<file path="config.mk">
export PLATFORM = sky130hd
export DESIGN_NAME = scp_sim_unit_flat
export DESIGN_NICKNAME = d
export VERILOG_FILES = /design/src/hw/scp_pkg.sv /design/src/hw/scp_link_if.sv /design/src/hw/scp_sim_unit.sv /design/src/flat_wrapper.sv
export SDC_FILE = /design/constraint.sdc
export NUM_CORES = 1
export LEC_CHECK = 0
export BUFFER_PORTS_ARGS = -buffer_cell sky130_fd_sc_hd__buf_2
export CORE_AREA = 5 5 111 113
export CTS_BUF_LIST = sky130_fd_sc_hd__clkbuf_16
export DETAILED_ROUTE_END_ITERATION = 8
export DIE_AREA = 0 0 116 118
export GPL_TIMING_DRIVEN = 0
export SKIP_CTS_REPAIR_TIMING = 1
export SLEW_MARGIN = 20
export SYNTH_ARGS = -nofsm -noshare
export SYNTH_HDL_FRONTEND = slang
export SYNTH_SLANG_ARGS = --single-unit
</file>
<file path="constraint.sdc">
create_clock -name sys_clk -period 3.8 [get_ports sys_clk]
set_input_delay 0.76 -clock sys_clk [delete_from_list [all_inputs] [get_ports sys_clk]]
set_output_delay 0.76 -clock sys_clk [all_outputs]
set_load 0.01 [all_outputs]
</file>
<file path="src/hw/scp_pkg.sv">
// Shared constants and types for the clock and power source-select unit
package scp_pkg;
  // Device register indices on the link register port
  localparam logic [7:0] DAC_SYNC_IDX = 8'h19;
  localparam logic [7:0] TIMER_A_SEL_IDX = 8'h1a;
  localparam logic [7:0] CLK_EN_IDX = 8'h1b;
  localparam logic [7:0] STOP_DIS_IDX = 8'h1c;
  localparam logic [7:0] HS_SEL_IDX = 8'h1d;
  localparam logic [7:0] STATUS_IDX = 8'h1e;
  // Writable-bit masks; reserved bits stay zero
  localparam logic [15:0] DAC_SYNC_MASK = 16'h0077;
  localparam logic [15:0] TIMER_A_SEL_MASK = 16'h1110;
  localparam logic [15:0] CLK_EN_MASK = 16'h00ff;
  localparam logic [15:0] STOP_DIS_MASK = 16'h00ff;
  localparam logic [15:0] HS_SEL_MASK = 16'h000f;
  // Reset values
  localparam logic [15:0] SEL_RESET = 16'h0000;
  localparam logic [15:0] CLK_EN_RESET = 16'h00ff;
  localparam logic [15:0] STOP_DIS_RESET = 16'h0000;
  localparam logic [15:0] HS_SEL_RESET = 16'h0000;
  // Field positions
  localparam int DAC0_SYNC_POS = 0;
  localparam int DAC1_SYNC_POS = 4;
  localparam int TA1_SEL_POS = 4;
  localparam int TA2_SEL_POS = 8;
  localparam int TA3_SEL_POS = 12;
  localparam int HS_PWM_POS = 0;
  localparam int HS_QUAD_TIMER_A_POS = 1;
  // DAC sync source codes
  localparam logic [2:0] SYNC_INTERVAL_TIMER0 = 3'h0;
  localparam logic [2:0] SYNC_INTERVAL_TIMER1 = 3'h1;
  localparam logic [2:0] SYNC_INTERVAL_TIMER2 = 3'h2;
  localparam logic [2:0] SYNC_PWM = 3'h3;
  localparam logic [2:0] SYNC_TA0 = 3'h4;
  localparam logic [2:0] SYNC_TA1 = 3'h5;
  // Peripheral counts
  localparam int NUM_PERIPH = 8;
  localparam int NUM_HS = 4;
  // Watchdog divide ratio
  localparam int WDOG_DIV = 1024;
  localparam logic [9:0] WDOG_LAST = 10'(WDOG_DIV - 1);
  // Oscillator model: sys_clk cycles per oscillator edge, normal and standby
  localparam logic [7:0] OSC_DIV = 8'h04;
  localparam logic [7:0] OSC_STBY_DIV = 8'h28;
  // Controller register byte offsets on AXI4-Lite
  localparam logic [3:0] CTL_ADDR_OFF = 4'h0;
  localparam logic [3:0] CTL_DATA_OFF = 4'h4;
  localparam logic [3:0] CTL_CLKCFG_OFF = 4'h8;
  localparam logic [3:0] CTL_CMD_OFF = 4'hc;
  localparam logic [4:0] CLKCFG_RESET = 5'h03;
  localparam int CFG_PLL_PWR = 0;
  localparam int CFG_PLL_SEL = 1;
  localparam int CFG_OSC_STBY = 2;
  localparam int CFG_OSC_PD = 3;
  localparam int CFG_LREG_STBY = 4;
  localparam logic [1:0] RESP_OKAY = 2'h0;
  localparam logic [1:0] RESP_SLVERR = 2'h2;
  // Power modes
  typedef enum logic [1:0] {MODE_RUN, MODE_WAIT, MODE_STOP, MODE_POWERDOWN} scp_mode_e;
endpackage

</file>
<file path="src/hw/scp_link_if.sv">
// Link between the integration unit and its clock-source and core controller
`timescale 1ns/1ps
interface scp_link_if;
  logic regWrite;
  logic [7:0] regAddr;
  logic [15:0] regWrData;
  logic [15:0] regRdData;
  logic waitReq;
  logic stopReq;
  logic debugEntry;
  logic pllTick;
  logic oscTick;
  logic tripleTick;
  logic pllPowered;
  logic pllSelected;
  logic relaxOscStandby;
  logic relaxOscPowerDown;
  logic largeRegulatorStandby;
  logic [1:0] mode;
  logic standby;
  modport device (
    input regWrite, regAddr, regWrData, waitReq, stopReq, debugEntry,
    input pllTick, oscTick, tripleTick, pllPowered, pllSelected,
    input relaxOscStandby, relaxOscPowerDown, largeRegulatorStandby,
    output regRdData, mode, standby
  );
  modport ctrl (
    output regWrite, regAddr, regWrData, waitReq, stopReq, debugEntry,
    output pllTick, oscTick, tripleTick, pllPowered, pllSelected,
    output relaxOscStandby, relaxOscPowerDown, largeRegulatorStandby,
    input regRdData, mode, standby
  );
endinterface

</file>
<file path="src/hw/scp_sim_unit.sv">
// Integration unit: source selects, clock derivation and power modes
// What this block does
// - DAC1 sync field picks one of six sources
// - DAC0 sync field low bits, same coding
// - Timer A input 3: pin or PWM sync
// - Timer A input 2: pin or comparator B
// - Timer A input 1: pin or comparator A
// - Reserved bits written zero, read zero
// - PWM and Timer A share one clock rate
// - System clock is master clock halved, gated
// - Gated triple-rate clock for fast peripherals
// - PLL selected enables triple rate, else oscillator
// - Fast clocking only with PLL powered, selected
// - Per-peripheral clock enable stops its clock
// - Run keeps core, memory, peripheral clocks
// - Wait stops core; interrupt, debug, reset exit
// - Stop gates all; enabled wakeups exit
// - Stop-disable bit keeps peripheral clock in Stop
// - Standby set from PLL deselected, oscillator and regulator standby
// - Oscillator off in Standby: Power-Down, reset only
// - Wait or Stop allowed within Standby
// - Regulator standby only slow and PLL deselected
// - Watchdog ticks at oscillator over 1024
//
// Design decision made here: register access over AXI4-Lite.
`timescale 1ns/1ps
module scp_sim_unit (
  input wire logic sys_clk,
  input wire logic rst_n,
  input wire logic ce,
  scp_link_if.device link,
  input wire logic [2:0] intervalTimer,
  input wire logic pwmReloadSync,
  input wire logic [1:0] timerACh,
  input wire logic [3:1] timerAPin,
  input wire logic comparatorAOut,
  input wire logic comparatorBOut,
  input wire logic anyIrq,
  input wire logic [7:0] stopPeriphIrq,
  input wire logic lowVoltIrq,
  output logic [1:0] dacSync,
  output logic [3:1] timerAIn,
  output logic coreClkTick,
  output logic [7:0] periphClkTick,
  output logic [3:0] hsPeriphClkTick,
  output logic watchdogTick
);
  logic [15:0] dacSyncSel;
  logic [15:0] timerASel;
  logic [15:0] clkEn;
  logic [15:0] stopDis;
  logic [15:0] hsSel;
  logic [3:1] pinMeta;
  logic [3:1] pinSync;
  logic sysPhase;
  logic masterTick;
  logic sysTick;
  logic tripleOk;
  logic [9:0] wdogCnt;
  logic wakeStop;
  logic [15:0] next_rdData;
  scp_pkg::scp_mode_e mode;
  scp_pkg::scp_mode_e next_mode;

  // Register writes, reserved bits masked to zero
  always_ff @(posedge sys_clk or negedge rst_n) begin
    if (!rst_n) begin
      dacSyncSel <= scp_pkg::SEL_RESET;
      timerASel <= scp_pkg::SEL_RESET;
      clkEn <= scp_pkg::CLK_EN_RESET;
      stopDis <= scp_pkg::STOP_DIS_RESET;
      hsSel <= scp_pkg::HS_SEL_RESET;
    end else if (ce && link.regWrite) begin
      case (link.regAddr)
        scp_pkg::DAC_SYNC_IDX: dacSyncSel <= link.regWrData & scp_pkg::DAC_SYNC_MASK;
        scp_pkg::TIMER_A_SEL_IDX: timerASel <= link.regWrData & scp_pkg::TIMER_A_SEL_MASK;
        scp_pkg::CLK_EN_IDX: clkEn <= link.regWrData & scp_pkg::CLK_EN_MASK;
        scp_pkg::STOP_DIS_IDX: stopDis <= link.regWrData & scp_pkg::STOP_DIS_MASK;
        scp_pkg::HS_SEL_IDX: hsSel <= link.regWrData & scp_pkg::HS_SEL_MASK;
        default: ;
      endcase
    end
  end

  // Read data follows the addressed register one cycle later
  always_comb begin
    case (link.regAddr)
      scp_pkg::DAC_SYNC_IDX: next_rdData = dacSyncSel;
      scp_pkg::TIMER_A_SEL_IDX: next_rdData = timerASel;
      scp_pkg::CLK_EN_IDX: next_rdData = clkEn;
      scp_pkg::STOP_DIS_IDX: next_rdData = stopDis;
      scp_pkg::HS_SEL_IDX: next_rdData = hsSel;
      scp_pkg::STATUS_IDX: next_rdData = {13'h0000, link.standby, mode};
      default: next_rdData = 16'h0000;
    endcase
  end

  always_ff @(posedge sys_clk or negedge rst_n) begin
    if (!rst_n) begin
      link.regRdData <= 16'h0000;
    end else if (ce) begin
      link.regRdData <= next_rdData;
    end
  end

  // Two-flop synchroniser for Timer A pins
  always_ff @(posedge sys_clk or negedge rst_n) begin
    if (!rst_n) begin
      pinMeta <= 3'h0;
      pinSync <= 3'h0;
    end else if (ce) begin
      pinMeta <= timerAPin;
      pinSync <= pinMeta;
    end
  end

  // DAC sync source multiplexers, one per DAC
  for (genvar d = 0; d < 2; d++) begin : gDacSync
    logic [2:0] code;
    assign code = dacSyncSel[d * scp_pkg::DAC1_SYNC_POS +: 3];
    always_ff @(posedge sys_clk or negedge rst_n) begin
      if (!rst_n) begin
        dacSync[d] <= 1'b0;
      end else if (ce) begin
        case (code)
          scp_pkg::SYNC_INTERVAL_TIMER0: dacSync[d] <= intervalTimer[0];
          scp_pkg::SYNC_INTERVAL_TIMER1: dacSync[d] <= intervalTimer[1];
          scp_pkg::SYNC_INTERVAL_TIMER2: dacSync[d] <= intervalTimer[2];
          scp_pkg::SYNC_PWM: dacSync[d] <= pwmReloadSync;
          scp_pkg::SYNC_TA0: dacSync[d] <= timerACh[0];
          scp_pkg::SYNC_TA1: dacSync[d] <= timerACh[1];
          default: dacSync[d] <= 1'b0;
        endcase
      end
    end
  end

  // Timer A input multiplexers
  always_ff @(posedge sys_clk or negedge rst_n) begin
    if (!rst_n) begin
      timerAIn <= 3'h0;
    end else if (ce) begin
      timerAIn[1] <= timerASel[scp_pkg::TA1_SEL_POS] ? comparatorAOut : pinSync[1];
      timerAIn[2] <= timerASel[scp_pkg::TA2_SEL_POS] ? comparatorBOut : pinSync[2];
      timerAIn[3] <= timerASel[scp_pkg::TA3_SEL_POS] ? pwmReloadSync : pinSync[3];
    end
  end

  // Master clock source and triple-rate permission
  assign masterTick = link.pllSelected ? link.pllTick : link.oscTick;
  assign tripleOk = link.pllSelected && link.pllPowered;
  assign sysTick = masterTick && sysPhase;

  // Divide master clock by two
  always_ff @(posedge sys_clk or negedge rst_n) begin
    if (!rst_n) begin
      sysPhase <= 1'b0;
    end else if (ce && masterTick) begin
      sysPhase <= !sysPhase;
    end
  end

  // Wake sources for Stop: enabled peripherals, low voltage, debug
  assign wakeStop = |(stopPeriphIrq & stopDis[7:0]) || lowVoltIrq || link.debugEntry;

  // Power mode sequencing
  always_comb begin
    next_mode = mode;
    case (mode)
      scp_pkg::MODE_RUN: begin
        if (link.standby && link.relaxOscPowerDown) begin
          next_mode = scp_pkg::MODE_POWERDOWN;
        end else if (link.stopReq) begin
          next_mode = scp_pkg::MODE_STOP;
        end else if (link.waitReq) begin
          next_mode = scp_pkg::MODE_WAIT;
        end
      end
      scp_pkg::MODE_WAIT: begin
        if (anyIrq || link.debugEntry) begin
          next_mode = scp_pkg::MODE_RUN;
        end
      end
      scp_pkg::MODE_STOP: begin
        if (wakeStop) begin
          next_mode = scp_pkg::MODE_RUN;
        end
      end
      scp_pkg::MODE_POWERDOWN: next_mode = scp_pkg::MODE_POWERDOWN;
      default: next_mode = scp_pkg::MODE_RUN;
    endcase
  end

  always_ff @(posedge sys_clk or negedge rst_n) begin
    if (!rst_n) begin
      mode <= scp_pkg::MODE_RUN;
      link.standby <= 1'b0;
    end else if (ce) begin
      mode <= next_mode;
      link.standby <= !link.pllSelected && link.relaxOscStandby
        && link.largeRegulatorStandby;
    end
  end
  assign link.mode = mode;

  // Core and memory clock runs only in Run
  always_ff @(posedge sys_clk or negedge rst_n) begin
    if (!rst_n) begin
      coreClkTick <= 1'b0;
    end else if (ce) begin
      coreClkTick <= sysTick && mode == scp_pkg::MODE_RUN;
    end
  end

  // Per-peripheral system and fast clocks
  for (genvar i = 0; i < scp_pkg::NUM_PERIPH; i++) begin : gPeriph
    logic run;
    assign run = clkEn[i] && (mode == scp_pkg::MODE_RUN || mode == scp_pkg::MODE_WAIT
      || (mode == scp_pkg::MODE_STOP && stopDis[i]));
    always_ff @(posedge sys_clk or negedge rst_n) begin
      if (!rst_n) begin
        periphClkTick[i] <= 1'b0;
      end else if (ce) begin
        periphClkTick[i] <= sysTick && run;
      end
    end
    if (i < scp_pkg::NUM_HS) begin : gHs
      always_ff @(posedge sys_clk or negedge rst_n) begin
        if (!rst_n) begin
          hsPeriphClkTick[i] <= 1'b0;
        end else if (ce) begin
          hsPeriphClkTick[i] <= link.tripleTick && tripleOk && hsSel[i] && run;
        end
      end
    end
  end

  // Watchdog tick from oscillator divided by 1024
  always_ff @(posedge sys_clk or negedge rst_n) begin
    if (!rst_n) begin
      wdogCnt <= 10'h000;
      watchdogTick <= 1'b0;
    end else if (ce) begin
      watchdogTick <= link.oscTick && wdogCnt == scp_pkg::WDOG_LAST;
      if (link.oscTick) begin
        wdogCnt <= wdogCnt + 10'h001;
      end
    end
  end
endmodule

</file>
<file path="src/flat_wrapper.sv">
// flat-port wrapper written by rule: the top's interface ports become plain ports
module scp_sim_unit_flat 
  (sys_clk, rst_n, ce, intervalTimer, pwmReloadSync, timerACh, timerAPin, comparatorAOut, comparatorBOut, anyIrq, stopPeriphIrq, lowVoltIrq, dacSync, timerAIn, coreClkTick, periphClkTick, hsPeriphClkTick, watchdogTick, link_regWrite, link_regAddr, link_regWrData, link_waitReq, link_stopReq, link_debugEntry, link_pllTick, link_oscTick, link_tripleTick, link_pllPowered, link_pllSelected, link_relaxOscStandby, link_relaxOscPowerDown, link_largeRegulatorStandby, link_regRdData, link_mode, link_standby);
  scp_link_if link_i ();
  input wire logic sys_clk;
  input wire logic rst_n;
  input wire logic ce;
  input wire logic [2:0] intervalTimer;
  input wire logic pwmReloadSync;
  input wire logic [1:0] timerACh;
  input wire logic [3:1] timerAPin;
  input wire logic comparatorAOut;
  input wire logic comparatorBOut;
  input wire logic anyIrq;
  input wire logic [7:0] stopPeriphIrq;
  input wire logic lowVoltIrq;
  output logic [1:0] dacSync;
  output logic [3:1] timerAIn;
  output logic coreClkTick;
  output logic [7:0] periphClkTick;
  output logic [3:0] hsPeriphClkTick;
  output logic watchdogTick;
  input wire logic [$bits(link_i.regWrite)-1:0] link_regWrite;
  input wire logic [$bits(link_i.regAddr)-1:0] link_regAddr;
  input wire logic [$bits(link_i.regWrData)-1:0] link_regWrData;
  input wire logic [$bits(link_i.waitReq)-1:0] link_waitReq;
  input wire logic [$bits(link_i.stopReq)-1:0] link_stopReq;
  input wire logic [$bits(link_i.debugEntry)-1:0] link_debugEntry;
  input wire logic [$bits(link_i.pllTick)-1:0] link_pllTick;
  input wire logic [$bits(link_i.oscTick)-1:0] link_oscTick;
  input wire logic [$bits(link_i.tripleTick)-1:0] link_tripleTick;
  input wire logic [$bits(link_i.pllPowered)-1:0] link_pllPowered;
  input wire logic [$bits(link_i.pllSelected)-1:0] link_pllSelected;
  input wire logic [$bits(link_i.relaxOscStandby)-1:0] link_relaxOscStandby;
  input wire logic [$bits(link_i.relaxOscPowerDown)-1:0] link_relaxOscPowerDown;
  input wire logic [$bits(link_i.largeRegulatorStandby)-1:0] link_largeRegulatorStandby;
  output wire logic [$bits(link_i.regRdData)-1:0] link_regRdData;
  output wire logic [$bits(link_i.mode)-1:0] link_mode;
  output wire logic [$bits(link_i.standby)-1:0] link_standby;
  assign link_i.regWrite = link_regWrite;
  assign link_i.regAddr = link_regAddr;
  assign link_i.regWrData = link_regWrData;
  assign link_i.waitReq = link_waitReq;
  assign link_i.stopReq = link_stopReq;
  assign link_i.debugEntry = link_debugEntry;
  assign link_i.pllTick = link_pllTick;
  assign link_i.oscTick = link_oscTick;
  assign link_i.tripleTick = link_tripleTick;
  assign link_i.pllPowered = link_pllPowered;
  assign link_i.pllSelected = link_pllSelected;
  assign link_i.relaxOscStandby = link_relaxOscStandby;
  assign link_i.relaxOscPowerDown = link_relaxOscPowerDown;
  assign link_i.largeRegulatorStandby = link_largeRegulatorStandby;
  assign link_regRdData = link_i.regRdData;
  assign link_mode = link_i.mode;
  assign link_standby = link_i.standby;
  scp_sim_unit u_core (.sys_clk(sys_clk), .rst_n(rst_n), .ce(ce), .link(link_i), .intervalTimer(intervalTimer), .pwmReloadSync(pwmReloadSync), .timerACh(timerACh), .timerAPin(timerAPin), .comparatorAOut(comparatorAOut), .comparatorBOut(comparatorBOut), .anyIrq(anyIrq), .stopPeriphIrq(stopPeriphIrq), .lowVoltIrq(lowVoltIrq), .dacSync(dacSync), .timerAIn(timerAIn), .coreClkTick(coreClkTick), .periphClkTick(periphClkTick), .hsPeriphClkTick(hsPeriphClkTick), .watchdogTick(watchdogTick));
endmodule
</file>
==> impl_metrics.toml, run 1 <==
[clock_tree]
cts_tree = "done"
cts.sinks = 78
root_buffer = "clkbuf_16"
clockBufferDepth = 2
h-tree-depth = 3
path_clk_slew_ns = 0.06
cts_buffers = 9
clk_latency_ns = 0.33

[logic_synthesis]
yosys_register_bits = 78
synth-edff-count = 0
yosysUniqueCellTypes = 53
syn_area_sq_um = 3700
avgSynthCellArea_sq_um = 12.2
netlist_instances = 303
synth_seq_area_share = 0.530
synthFlopType = "dfrtp_1"
ys_warn_count = 0
async_flop_share = 1.00

[grt]
antenna_found_initial = 2
grt_pass1_vias = 2734
grt_usage = 0.141
grt_pass1_wl_mm = 14.9
grt.overflow.total = 0
grt_max_degree = 52

[worst_setup_path]
critPathCaptureType = "register"
crit_arrival_ns = 2.28
timing.rr.end = "u_core.link.mode[1]$_DFFE_PN0P_"
reg2reg_slack_ns = 2.32
critPathRequiredTime_ns = 4.01
timing.rr.start = "u_core.link.mode[0]$_DFFE_PN0P_"
path_class = "in -> reg"
cp_max_fo = 6
reg2regPathDepth = 5
critPathBufInv = 1
cp-start-kind = "primary input"
crit_chain = "buf_2 -> and4bb_2 -> nand4b_2 -> nor4b_4 -> mux2_2"
slowest_stage = "nor4b_4"
cp_top_family = "simple AND/OR/NAND/NOR gates"
slowest_delay_ns = 0.53

[floorplan]
io_pins = 98
fp-row-count = 39
die_h_um = 118
die_x_um = 116
design.die.area_sq_um = 13700
core-area_sq_um = 11200
start_util = 0.330

[layout]
area_growth_pct = 26.9
drive_gt1_frac = 0.402
nFillCells = 1108
final_common_cell = "buf_2"
final_cells = 554
final_nets = 466
design_area_sq_um = 4690
final_cell_mix = "buf_2, dfrtp_1, mux2_2, nand2_1, o2bb2ai_1"

[hold_path]
hp-class = "in -> async"

[routing]
drc_errors = 0
wl_per_cell_um = 17.2
via_per_inst = 4.98
drtIter0Drc = 112
drtAntennaViolNets = 0
via_count = 2761
drtPass1Iterations = 4
wirelength_mm = 9.53

[sta]
max_slew_margin = 0.591
hold_viol = 0
grt_setup_unrepaired = "false"
setup_violations = 0
fin_crit_sh = 0.543
period_minus_slack_ns = 2.06
skew_ns = 0.00604
worst_pin_slew_ns = 0.613
max_freq_mhz = 485
finalWorstSetupSlack_ns = 1.74
slew_violations = 0
setup_tns_ns = 0

[power]
p_leak_nw = 2.20
fin_total_pwr_mw = 2.24
power_density_nw_per_um2 = 477
vdd_drop_max_v = 0.000237

[place]
dp_cells = 537
dpl-instance-area_sq_um = 4350
gp_congestion = 0.780
hpwl_mm = 7.37
io_buffers = 85
pre_cts_ws_ns = 1.37

[outcome]
status = "completed"

[flow_run]
drv_cap = 0
-- cell families (layout without fill, tap and decap cells) --
family / count (synthesis) / after routing / share of synthesized area
compound gates: 59 / 59 / 0.119
other cells: 1 / 7 / 0.00101
mux: 52 / 52 / 0.168
xor+xnor: 10 / 10 / 0.0237
simple gates: 81 / 81 / 0.124
buf+inv: 21 / 123 / 0.0304
fa+ha+maj: 1 / 1 / 0.00338
flops: 78 / 78 / 0.530
-- area by class of cell --
cell class | instances | area [sq um] | share of cell area
multi-input combinational | 209 | 1640 | 0.350
sequential | 78 | 1960 | 0.418
antenna | 1 | 2.50 | 0.000533
tap | 143 | 179 | 0.0381
buffer | 16 | 93.8 | 0.0200
clock buffer | 9 | 225 | 0.0480
clock inverter | 7 | 114 | 0.0243
inverter | 5 | 18.8 | 0.00400
timing repair buffer | 86 | 455 | 0.0970
-- worst max path at each step --
stage | start | endpoint | slack [ns] | cells past startpoint
floorplan | link_regAddr[7] | u_core.dacSyncSel[0]$_DFFE_PN0P_ | 1.68 | 4
global placement | link_regAddr[7] | u_core.dacSyncSel[0]$_DFFE_PN0P_ | 1.40 | 5
detailed placement | link_regAddr[7] | u_core.dacSyncSel[6]$_DFFE_PN0P_ | 1.37 | 5
CTS | link_regAddr[7] | u_core.dacSyncSel[6]$_DFFE_PN0P_ | 1.72 | 5
global route | link_regAddr[7] | u_core.dacSyncSel[2]$_DFFE_PN0P_ | 1.66 | 5
finish | link_regAddr[7] | u_core.dacSyncSel[6]$_DFFE_PN0P_ | 1.74 | 5
-- registers in the layout, indices dropped and copies added (netlist names) --
name	flops
u_core.pinMeta	3
u_core.coreClkTick	1
u_core.link.mode	2
u_core.timerASel	3
u_core.sysPhase	1
u_core.pinSync	3
u_core.clkEn	8
u_core.wdogCnt	10
u_core.hsPeriphClkTick	4
u_core.watchdogTick	1
u_core.dacSync	2
u_core.periphClkTick	8
u_core.hsSel	4
u_core.link.standby	1
u_core.stopDis	8
u_core.timerAIn	3
u_core.dacSyncSel	6
u_core.link.regRdData	10
-- layer usage --
layer,share of wire,GRT usage
met5,0.0014,0
met4,0.012,0.0392
met3,0.068,0.0360
met2,0.47,0.221
met1,0.44,0.194
-- cells in the mapped netlist, types with 2 or more instances --
| library cell | count | area, sq um |
|---|---|---|
| a221o_1 | 3 | 30.0 |
| o211ai_1 | 3 | 22.5 |
| dfrtp_1 | 70 | 1750 |
| a22oi_1 | 5 | 37.5 |
| o21ai_0 | 10 | 50.1 |
| buf_1 | 2 | 7.51 |
| nor3_1 | 5 | 25.0 |
| o2bb2ai_1 | 16 | 140 |
| nor2_1 | 14 | 52.6 |
| buf_4 | 6 | 45.0 |
| nand4_1 | 3 | 18.8 |
| xnor2_1 | 8 | 70.1 |
| xor2_1 | 2 | 17.5 |
| buf_2 | 3 | 15.0 |
| nand2_1 | 24 | 90.1 |
| mux4_2 | 2 | 45.0 |
| mux2i_1 | 12 | 120 |
| nand3_1 | 9 | 45.0 |
| inv_1 | 4 | 15.0 |
| dfstp_2 | 8 | 210 |
| nand2b_1 | 4 | 25.0 |
| mux2_4 | 8 | 120 |
| a22o_1 | 3 | 26.3 |
| clkbuf_1 | 4 | 15.0 |
| o41ai_1 | 2 | 17.5 |
| a21oi_1 | 8 | 40.0 |
| nor2b_1 | 9 | 56.3 |
| mux2_2 | 30 | 338 |
| a32o_1 | 2 | 20.0 |
-- stage by stage --
stage	util	hold WS, ns
after CTS	0.418	0.355
after detailed placement	0.388	0.460
final	0.418	0.347
after floorplan	-	0.439
after global placement	0.385	0.456
after global routing	0.418	0.376
-- where the power goes --
part | internal [mW] | switching (mW)
combinational | 0.130 | 0.164
sequential | 0.905 | 0.0680
clock | 0.638 | 0.333
No activity file was read; power rests on OpenSTA's default activity.
==> inputs of run 2 (changes only) <==
--- a/config.mk
+++ b/config.mk
@@ -5,11 +5,12 @@
 export SDC_FILE = /design/constraint.sdc
 export NUM_CORES = 1
 export LEC_CHECK = 0
+export ABC_AREA = 1
 export BUFFER_PORTS_ARGS = -buffer_cell sky130_fd_sc_hd__buf_2
-export CORE_AREA = 5 5 111 113
+export CORE_AREA = 5 5 113 115
 export CTS_BUF_LIST = sky130_fd_sc_hd__clkbuf_16
 export DETAILED_ROUTE_END_ITERATION = 8
-export DIE_AREA = 0 0 116 118
+export DIE_AREA = 0 0 118 120
 export GPL_TIMING_DRIVEN = 0
 export SKIP_CTS_REPAIR_TIMING = 1
 export SLEW_MARGIN = 20
==> constraint.sdc (replaced) <==
create_clock -name sys_clk -period 2.1 [get_ports sys_clk]
set_input_delay 0.42 -clock sys_clk [delete_from_list [all_inputs] [get_ports sys_clk]]
set_output_delay 0.42 -clock sys_clk [all_outputs]
set_load 0.01 [all_outputs]
==> impl_metrics.toml, run 2 <==
[outcome]
status = "completed"

[logic_synthesis]
yosys_register_bits = 78
synth-edff-count = 0
ys_warn_count = 0
yosysMostFrequentCell = "nand2_1"
syn_area_sq_um = 3870
netlist_instances = 469
async_flop_share = 1.00
synth_area_leader_cell = "dfrtp_1"
yosysTopAreaCellShare = 0.453
synth_area_leaders = "dfrtp_1, nand2_1, dfstp_2"
yosysUniqueCellTypes = 34
avgSynthCellArea_sq_um = 8.25
synthFlopType = "dfrtp_1"
synthTopCellsByCount = "nand2_1, dfrtp_1, inv_1"
synth_seq_area_share = 0.507

[worst_setup_path]
reg2regPathDepth = 8
crit_arrival_ns = 1.00
slowest_stage = "dfrtp_1"
cp_top_family = "flip-flops"
cp_max_fo = 5
critPathBufInv = 1
critPathCaptureType = "primary output"
timing.rr.end = "u_core.wdogCnt[8]$_DFFE_PN0P_"
cp-start-kind = "register"
path_class = "reg -> out"
reg2reg_slack_ns = 0.78
critPathRequiredTime_ns = 1.68
timing.rr.start = "u_core.wdogCnt[0]$_DFFE_PN0P_"
crit_chain = "buf_2"
critPathLaunch = "u_core.link.standby$_DFFE_PN0P_"
slowest_delay_ns = 0.49

[floorplan]
die_h_um = 120
die_x_um = 118
design.die.area_sq_um = 14200
core-area_sq_um = 11700
fp-row-count = 40
start_util = 0.330
io_pins = 98

[flow_run]
drv_cap = 0

[clock_tree]
h-tree-depth = 3
cts.sinks = 78
root_buffer = "clkbuf_16"
clk_latency_ns = 0.33
clockBufferDepth = 2
path_clk_slew_ns = 0.06
cts_tree = "done"
cts_buffers = 9

[layout]
n_antenna_cell = 0
finish.utilization = 0.408
final_cells = 722
reg.largest.list = "u_core.link.regRdData: 10 flops, u_core.wdogCnt: 10 flops"
design_area_sq_um = 4780
final_cell_mix = "nand2_1, buf_2, dfrtp_1, inv_1, o21ai_0"
final_nets = 632
area_growth_pct = 23.4
drive_gt1_frac = 0.264
final_common_cell = "nand2_1"

[sta]
max_slew_margin = 0.663
fin_crit_sh = 0.677
period_minus_slack_ns = 1.42
skew_ns = 0.00801
hold_viol = 0
grt_setup_unrepaired = "false"
setup_violations = 0
slew_violations = 0
setup_tns_ns = 0
worst_pin_slew_ns = 0.506
max_freq_mhz = 704

[routing]
drc_errors = 0
via_count = 3294
drtIter0Drc = 159
wl_per_cell_um = 14.0
wirelength_mm = 10.1
drtPass1Iterations = 4
via_per_inst = 4.56
drtAntennaViolNets = 0

[grt]
antenna_found_initial = 0
grt_pass1_vias = 3461
grt_max_degree = 43
grt_usage = 0.151
grt.overflow.total = 0
grt_pass1_wl_mm = 17.3

[power]
vdd_drop_max_v = 0.000357
p_leak_nw = 2.50
fin_total_pwr_mw = 3.71
power_density_nw_per_um2 = 776

[place]
gp_congestion = 0.894
hpwl_mm = 8.03
io_buffers = 85
dp_cells = 707
dpl-instance-area_sq_um = 4520

[hold_path]
hp-class = "in -> async"
## run 2: worst max path at each step
stage                                                   to  slack [ns]  cells after the start
final                                         link_standby        0.68                      1
after global routing       u_core.link.mode[0]$_DFFE_PN0P_        0.64                      7
after CTS                                     link_standby        0.66                      1
after detailed placement  u_core.dacSyncSel[4]$_DFFE_PN0P_        0.49                     10
after global placement       u_core.dacSync[1]$_DFFE_PN0P_        0.06                      1
after floorplan           u_core.dacSyncSel[4]$_DFFE_PN0P_        0.75                      9
## run 2: routing by layer
layer  share of wire  GRT usage  vias up
li1                -          -     1704
met1            0.45      0.190     1509
met2            0.49      0.258       65
met3           0.041     0.0330       16
met4           0.018     0.0509        0
met5               0          0        -
## run 2: cell type report
type                    count  area (sq um)
fillers                  1216          6940
flip-flops and latches     78          1960
multi-input cells         332          1630
repair buffers             86           448
clock buffers               9           225
well taps                 147           184
inverters                  44           165
plain buffers              20           135
clock inverters             6          30.0
## run 2: cell families (layout without fill, tap and decap cells)
| family | Yosys count | count (layout) | share of synthesized area |
|---|---|---|---|
| simple gates | 236 | 236 | 0.260 |
| compound gates | 81 | 81 | 0.133 |
| flops | 78 | 78 | 0.507 |
| buf+inv | 64 | 165 | 0.0776 |
| xor+xnor | 7 | 7 | 0.0158 |
| fa+ha+maj | 1 | 1 | 0.00323 |
| other cells | 1 | 6 | 0.000969 |
| mux | 1 | 1 | 0.00291 |
## run 2: per-stage QoR
stage | hold slack [ns] | setup WS, ns
2_1_floorplan | 0.124 | 0.755
3_3_place_gp | 0.454 | 0.0642
3_5_place_dp | 0.413 | 0.486
4_1_cts | 0.0612 | 0.665
5_1_grt | 0.0755 | 0.640
6_report | 0.0442 | 0.679
## run 2: report_power, final
part / internal (mW) / switching (mW) / leakage (nW)
Combinational: 0.211 / 0.369 / 1.37
Clock: 0.777 / 0.563 / 0.126
Sequential: 1.65 / 0.142 / 1.01
